==> src/include/wpx_pkg.sv <==
// Constants for the write-protect and expiration controller
package wpx_pkg;
   localparam logic [15:0] CTRL_ADDR = 16'h0201;
   // Protected register windows
   localparam logic [15:0] RTC_LO = 16'h0202;
   localparam logic [15:0] RTC_HI = 16'h0206;
   localparam logic [15:0] ITM_LO = 16'h0207;
   localparam logic [15:0] ITM_HI = 16'h020B;
   localparam logic [15:0] CYC_LO = 16'h020C;
   localparam logic [15:0] CYC_HI = 16'h020F;
   localparam logic [15:0] RTCA_LO = 16'h0210;
   localparam logic [15:0] RTCA_HI = 16'h0214;
   localparam logic [15:0] ITMA_LO = 16'h0215;
   localparam logic [15:0] ITMA_HI = 16'h0219;
   localparam logic [15:0] CYCA_LO = 16'h021A;
   localparam logic [15:0] CYCA_HI = 16'h021D;
   // Control byte field positions
   localparam int RTC_PROT_POS = 0;
   localparam int ITM_PROT_POS = 1;
   localparam int CYC_PROT_POS = 2;
   localparam int READONLY_POS = 3;
   localparam int OSCILLATOR_POS = 4;
   localparam int AUTO_POS = 5;
   localparam int STOP_POS = 6;
   localparam int DELAY_SEL_POS = 7;
   localparam logic [7:0] CTRL_RESET = 8'h00;
   localparam logic [1:0] COPIES_NEEDED = 2'h3;
   // Memory command codes
   localparam logic [7:0] CMD_READ_SCRATCH = 8'hAA;
   localparam logic [7:0] CMD_READ_MEM = 8'hF0;
   // Copy busy time
   localparam int CLK_PERIOD_NS = 20;
   localparam int COPY_TIME_NS = 30000;
   localparam int COPY_CYCLES = COPY_TIME_NS / CLK_PERIOD_NS;
   localparam logic [10:0] COPY_CNT_LAST = 11'(COPY_CYCLES - 1);
   typedef enum logic [0:0] {
      WPX_IDLE = 1'b0,
      WPX_BUSY = 1'b1
   } wpx_copy_t;
endpackage

==> src/rtl/wpx_ctrl.sv <==
// Write-protect, triple-copy and expiration command gating
// Notes on behaviour
// - Protection bits change only after three successful copies of them.
// - Protection locks its registers, all protect bits and the read-only bit.
// - Protection blocks writes only; counting goes on with the oscillator.
// - Protect bits never clear; once one is set no others may be set.
// - Expired when a protected function's alarm fires with protection set.
// - Expired with read-only bit set: only read-scratchpad, read-memory pass.
// - Expired with read-only bit clear: all memory commands rejected.
// - Identification and selection commands are always accepted on the single-wire port.
// - Once protected, oscillator enable may be set but never cleared.
// - Interval protection forces stop/start to zero and locks auto/manual.
// - Cycle-counter protection locks the transition delay select bit.
// - On the three-wire port every byte is a memory command.
// - Busy reads one during a copy, zero when it finishes.
// - Single-wire traffic opens with a long host reset and a presence reply.
// - Device is a bus slave except for alarm interrupt signalling.
// - Accepted flag stays set until the next write-scratchpad command.
// - Control byte: protect bits 0..2, read-only, oscillator, mode bits.
`timescale 1ns/1ps
`default_nettype none
module wpx_ctrl (
   input wire logic core_clk,
   input wire logic rst_n,
   input wire logic clkEn,
   input wire logic writeScratchCmd,
   input wire logic copyAuthOk,
   input wire logic copyByteValid,
   input wire logic [15:0] copyByteAddr,
   input wire logic [7:0] copyByteData,
   input wire logic rtcAlarm,
   input wire logic intervalAlarm,
   input wire logic cycleAlarm,
   input wire logic threeWirePort,
   input wire logic cmdValid,
   input wire logic cmdIsRom,
   input wire logic [7:0] cmdByte,
   output logic cmdAccept,
   output logic copyBusy,
   output logic authAcceptedFlag,
   output logic expired,
   output logic [7:0] ctrlByte,
   output logic memWrEn,
   output logic [15:0] memWrAddr,
   output logic [7:0] memWrData
);
   logic [7:0] ctrl_reg, ctrl_next;
   logic [2:0] pend_reg, pend_next;
   logic [1:0] cnt_reg, cnt_next;
   logic exp_reg, exp_next;
   logic accFlag_reg, accFlag_next;
   wpx_pkg::wpx_copy_t st_reg, st_next;
   logic [10:0] busyCnt_reg, busyCnt_next;
   logic wrEn_reg, wrEn_next;
   logic [15:0] wrAddr_reg, wrAddr_next;
   logic [7:0] wrData_reg, wrData_next;
   logic [2:0] prot;
   logic anyProt;
   logic isCtrl;

   function automatic logic inRange(input logic [15:0] a,
                                    input logic [15:0] lo,
                                    input logic [15:0] hi);
      inRange = (a >= lo) && (a <= hi);
   endfunction

   // Byte belongs to a register window guarded by a set protect bit
   function automatic logic isLocked(input logic [15:0] a,
                                     input logic [2:0] p);
      isLocked = (p[wpx_pkg::RTC_PROT_POS] &&
                  (inRange(a, wpx_pkg::RTC_LO, wpx_pkg::RTC_HI) ||
                   inRange(a, wpx_pkg::RTCA_LO, wpx_pkg::RTCA_HI))) ||
                 (p[wpx_pkg::ITM_PROT_POS] &&
                  (inRange(a, wpx_pkg::ITM_LO, wpx_pkg::ITM_HI) ||
                   inRange(a, wpx_pkg::ITMA_LO, wpx_pkg::ITMA_HI))) ||
                 (p[wpx_pkg::CYC_PROT_POS] &&
                  (inRange(a, wpx_pkg::CYC_LO, wpx_pkg::CYC_HI) ||
                   inRange(a, wpx_pkg::CYCA_LO, wpx_pkg::CYCA_HI)));
   endfunction

   assign prot = ctrl_reg[2:0];
   assign anyProt = |prot;
   assign isCtrl = copyByteValid && (copyByteAddr == wpx_pkg::CTRL_ADDR);

   // Control byte, staging of protect bits and expiration
   always_comb begin
      ctrl_next = ctrl_reg;
      pend_next = pend_reg;
      cnt_next = cnt_reg;
      if (isCtrl) begin
         if (!anyProt) begin
            // Non-protect fields take effect on every copy
            ctrl_next[7:3] = copyByteData[7:3];
            if (copyByteData[2:0] == 3'h0) begin
               cnt_next = 2'h0;
            end else if (copyByteData[2:0] == pend_reg && cnt_reg != 2'h0) begin
               cnt_next = cnt_reg + 2'h1;
            end else begin
               pend_next = copyByteData[2:0];
               cnt_next = 2'h1;
            end
            if (cnt_next == wpx_pkg::COPIES_NEEDED) begin
               ctrl_next[2:0] = pend_next;
               cnt_next = 2'h0;
            end
         end else begin
            // Protect bits and the read-only bit stay frozen here
            ctrl_next[wpx_pkg::OSCILLATOR_POS] =
               ctrl_reg[wpx_pkg::OSCILLATOR_POS] |
               copyByteData[wpx_pkg::OSCILLATOR_POS];
            if (!prot[wpx_pkg::ITM_PROT_POS]) begin
               ctrl_next[wpx_pkg::AUTO_POS] = copyByteData[wpx_pkg::AUTO_POS];
               ctrl_next[wpx_pkg::STOP_POS] = copyByteData[wpx_pkg::STOP_POS];
            end
            if (!prot[wpx_pkg::CYC_PROT_POS]) begin
               ctrl_next[wpx_pkg::DELAY_SEL_POS] =
                  copyByteData[wpx_pkg::DELAY_SEL_POS];
            end
         end
      end
      if (ctrl_next[wpx_pkg::ITM_PROT_POS]) begin
         ctrl_next[wpx_pkg::STOP_POS] = 1'b0;
      end
      exp_next = exp_reg |
         (prot[wpx_pkg::RTC_PROT_POS] & rtcAlarm) |
         (prot[wpx_pkg::ITM_PROT_POS] & intervalAlarm) |
         (prot[wpx_pkg::CYC_PROT_POS] & cycleAlarm);
   end

   // Accepted flag: a new acceptance wins over a clear in the same cycle
   always_comb begin
      accFlag_next = accFlag_reg;
      if (writeScratchCmd) begin
         accFlag_next = 1'b0;
      end
      if (copyAuthOk) begin
         accFlag_next = 1'b1;
      end
   end

   // Copy busy timer and filtered memory writes
   always_comb begin
      st_next = st_reg;
      busyCnt_next = busyCnt_reg;
      unique case (st_reg)
         wpx_pkg::WPX_IDLE: begin
            if (copyAuthOk) begin
               st_next = wpx_pkg::WPX_BUSY;
               busyCnt_next = 11'h000;
            end
         end
         wpx_pkg::WPX_BUSY: begin
            if (busyCnt_reg == wpx_pkg::COPY_CNT_LAST) begin
               st_next = wpx_pkg::WPX_IDLE;
            end else begin
               busyCnt_next = busyCnt_reg + 11'h001;
            end
         end
      endcase
      // Bytes in protected counter and alarm windows and the control byte are dropped, the rest still land
      wrEn_next = copyByteValid && !isCtrl &&
                  !isLocked(copyByteAddr, prot);
      wrAddr_next = copyByteValid ? copyByteAddr : wrAddr_reg;
      wrData_next = copyByteValid ? copyByteData : wrData_reg;
   end

   always_ff @(posedge core_clk or negedge rst_n) begin
      if (!rst_n) begin
         ctrl_reg <= wpx_pkg::CTRL_RESET;
         pend_reg <= 3'h0;
         cnt_reg <= 2'h0;
         exp_reg <= 1'b0;
         accFlag_reg <= 1'b0;
         st_reg <= wpx_pkg::WPX_IDLE;
         busyCnt_reg <= 11'h000;
         wrEn_reg <= 1'b0;
         wrAddr_reg <= 16'h0000;
         wrData_reg <= 8'h00;
      end else if (clkEn) begin
         ctrl_reg <= ctrl_next;
         pend_reg <= pend_next;
         cnt_reg <= cnt_next;
         exp_reg <= exp_next;
         accFlag_reg <= accFlag_next;
         st_reg <= st_next;
         busyCnt_reg <= busyCnt_next;
         wrEn_reg <= wrEn_next;
         wrAddr_reg <= wrAddr_next;
         wrData_reg <= wrData_next;
      end
   end

   // Protection never touches the oscillator itself, so counting goes on
   assign ctrlByte = ctrl_reg;
   assign expired = exp_reg;
   assign authAcceptedFlag = accFlag_reg;
   assign copyBusy = (st_reg == wpx_pkg::WPX_BUSY);
   assign memWrEn = wrEn_reg;
   assign memWrAddr = wrAddr_reg;
   assign memWrData = wrData_reg;

   // The three-wire port carries no selection layer
   always_comb begin
      if (!cmdValid) begin
         cmdAccept = 1'b0;
      end else if (cmdIsRom && !threeWirePort) begin
         cmdAccept = 1'b1;
      end else if (!exp_reg) begin
         cmdAccept = 1'b1;
      end else if (ctrl_reg[wpx_pkg::READONLY_POS]) begin
         cmdAccept = (cmdByte == wpx_pkg::CMD_READ_SCRATCH) ||
                     (cmdByte == wpx_pkg::CMD_READ_MEM);
      end else begin
         cmdAccept = 1'b0;
      end
   end
endmodule
`default_nettype wire

==> config.mk <==
export PLATFORM = sky130hd
export DESIGN_NAME = wpx_ctrl
export DESIGN_NICKNAME = d
export VERILOG_FILES = /design/src/include/wpx_pkg.sv /design/src/rtl/wpx_ctrl.sv
export SDC_FILE = /design/constraint.sdc
export NUM_CORES = 1
export LEC_CHECK = 0
export BUFFER_PORTS_ARGS = -buffer_cell sky130_fd_sc_hd__clkbuf_2
export CAP_MARGIN = 0
export CORE_MARGIN = 5
export CORE_UTILIZATION = 50
export CTS_CLUSTER_DIAMETER = 150
export CTS_CLUSTER_SIZE = 8
export DETAILED_ROUTE_END_ITERATION = 8
export PLACE_DENSITY = 0.84
export SYNTH_ARGS = -nofsm -noshare
export SYNTH_HDL_FRONTEND = slang
export SYNTH_SLANG_ARGS = --single-unit
==> constraint.sdc <==
create_clock -name core_clk -period 2.35 [get_ports core_clk]
set_input_delay 0.3525 -clock core_clk [delete_from_list [all_inputs] [get_ports core_clk]]
set_output_delay 0.3525 -clock core_clk [all_outputs]
set_load 0.05 [all_outputs]
==> results.md <==
* Initial DRC Count at 75
* CTS Root Cell: clkbuf_8
* Mapped Cells at 228
* Clock-pin slew on the worst setup and hold paths at roughly 0.10 ns
* Max Freq at 0.530 GHz
* Clock sinks at 52
* Syn nets at 274
* Synth Cell Area at about 2500 µm²
* Port bufs at 80
* Power, Total at 2340 µW
* Postcts setup bufs at 0
* Die area at 6630 µm²
* FP Rows at 26
* Nets at 358
* Number of synthesized register bits at 52
* P_leak at roughly 0.0015 µW
* HP Class: input pin to asynchronous set/reset pin
* Clock group share of total power at 0.275
* Share of power burned in registers at 0.477
* Critical path startpoint category: flip-flop
* Switch share at 0.343
* Slowest cell delay on critical path at 0.55 ns
* CP arrival at 2.10 ns
* Diode count at 0
* Clock Tree Buf Depth at 2
* DIE HEIGHT at 81.4 µm
* Power Density at 742 nW/µm²
* First-pass GRT wire length at 9.72 mm
* H-tree Lvls at 2
* Initial Util at 0.506
* Placeable Area at 5040 µm²
* Busiest grt layer: met2
* CP cell instances: inv_1, ha_1, nor4_1, nand4_1, o31ai_1
* DP Worst Slack at approximately 0.5 ns
* Final Core Density at 0.625
* CP Capture Type: flip-flop
* Internal at 1540 µW
* Run status: finished clean
* Met3 global-route usage at 0.0515
* Final period util at 0.803
* Area Overhead vs Synth at 23.7%
* Max reg flops at 16
* GRT met2 Usage at 0.311
* Vias in the first global route at about 2,100
* Clk_skew at 0.0122 ns
* Post-synth top flop: dfrtp_1
* Wirelength per Cell at approximately 16 µm
* CTS tree: done
* CTS resizes at 0
* Final setup viols at 0
* Final std cells w/o fill at approximately 380
* Worst slew pin tran at roughly 0.64 ns
* Required @ worst endpoint at 2.57 ns
* RD Place Congestion at 0.800
* Critical path's slowest cell: nor4_1
* CP Class: flip-flop to flip-flop
* Detailed Place HPWL at 4.55 mm
* Worst setup margin at 0.463 ns
* Worst-skew pair later-pin latency at 0.31 ns
* Initial antenna violation count at 0
* EDFF count, synth at 0
* Hold_buf cts at 0
* Synth unique cells at 54
* Total wire length at 5.99 mm
* Pin count of the biggest net entering global routing at 53
* Sw Pwr at between 800 and 900 µW
* Commonest non-fill, non-tap cell in the layout: clkbuf_2
* Ys async rst share at 1.00
* Synthesis Warnings at 0
* Relative slew slack at 0.572
* DRT Pass-1 Iters at 4
* Pins Over Slew Limit at 0
* DP Cell Count at ~380
* Routed via count at 2,108
* CP Max Fanout at 5
* Global-route usage over all layers at 0.191
* Total CTS buffers at 5
* DRC at 0
* Layout cell share with drive strength beyond 1 at 0.403
* Post-synthesis sequential area ratio at 0.510
* Peak VDD IR at ~0.00054 V
* Die X at 81.4 µm
* Vias per inst at 5.50
* Avg Inst Size Synth at 11.2 µm²
* Max-cap viol count at 0
* Grt met1 use at 0.249
* Minimum clock period at roughly 1.9 ns
* Most frequent cells in the layout: 80 x clkbuf_2, 52 x dfrtp_1, 24 x mux2_2
* Setup repair after global routing missed its margin: no
* Fin. Hold Viols at 0
* Post-DRT Antenna Nets at 0
* Fin Setup TNS at 0 ns
* Global route overflow at 0
* I/O Pins at 81
* Combinational Power Share at 0.248
worst max-delay path, delay by kind of cell, from the launching register on:
family,cells,cell delay [ns]
and+or+nand+nor,2,0.82
buffers and inverters,1,0.07
DFF,1,0.42
AOI/OAI and AO/OA,1,0.30
adders and majority gates,1,0.20
through the flow:
step                      cell area (µm²)  hold slack, ns
after floorplan                      2550          0.0569
after global routing                 3150           0.211
after CTS                            3150           0.177
after global placement               3030           0.473
final                                3150           0.152
after detailed placement             3030           0.481
area by class of cell:
class	count	area (µm²)
fill	413	1890
clock buffer	6	82.6
multi-input combinational	157	1170
clock inverter	2	38.8
tap	70	87.6
sequential	52	1300
inverter	12	45.0
timing repair buffer	84	430
cell families (layout without fill, tap and decap cells):
group                      count (synthesis)  after routing  share of synthesized area
AOI/OAI and AO/OA                         47             47                      0.126
xor gates and xnor gates                   3              3                     0.0103
adders and majority gates                  3              3                     0.0137
buffers and inverters                     19            104                     0.0319
DFF                                       52             52                      0.510
muxes                                     30             30                      0.132
and+or+nand+nor                           74             74                      0.176
layer usage:
metal	wire length [µm]	up-vias	share of wire
met2	3050	51	0.51
met3	301	10	0.050
li1	-	1022	-
met1	2540	1025	0.42
met4	93	0	0.016
met5	0	-	0
cells in the mapped netlist (3+ instances only):
cell      instances  area [µm²]
mux2i_1           4        40.0
nand3_1          10        50.1
and4_1            3        26.3
nor3_1            5        25.0
nand4_1           6        37.5
o31ai_1           4        30.0
nor4_1            3        18.8
a21oi_1           7        35.0
nor2_1            5        18.8
or3_1             3        18.8
xor2_1            3        26.3
o211ai_1          3        22.5
dfrtp_1          52        1300
mux2_2           24         270
inv_1            12        45.0
a22o_1            4        35.0
nand2_1          19        71.3
o21ai_0          15        75.1
path summary, 6_finish.rpt:
check	from	endpoint	slack, ns	cells after the start
max reg2reg	cnt_reg[0]	ctrlByte[1]	0.46	5
min reg2reg	authAcceptedFlag	authAcceptedFlag	0.51	1
min	rst_n	busyCnt_reg[4]	0.15	2
min in group core_clk	copyByteAddr[12]	memWrAddr[12]	0.29	2
max	cnt_reg[0]	ctrlByte[1]	0.46	5
max in group asynchronous	rst_n	ctrlByte[3]	1.77	2
power groups by stage:
stage               registers, µW  logic (µW)  clock network, µW
floorplan                    1340         184                  0
global placement             1120         574                  0
detailed placement           1130         587                  0
CTS                          1110         589                657
global route                 1130         626                692
finish                       1120         581                642
No activity file was read; power rests on OpenSTA's default activity.
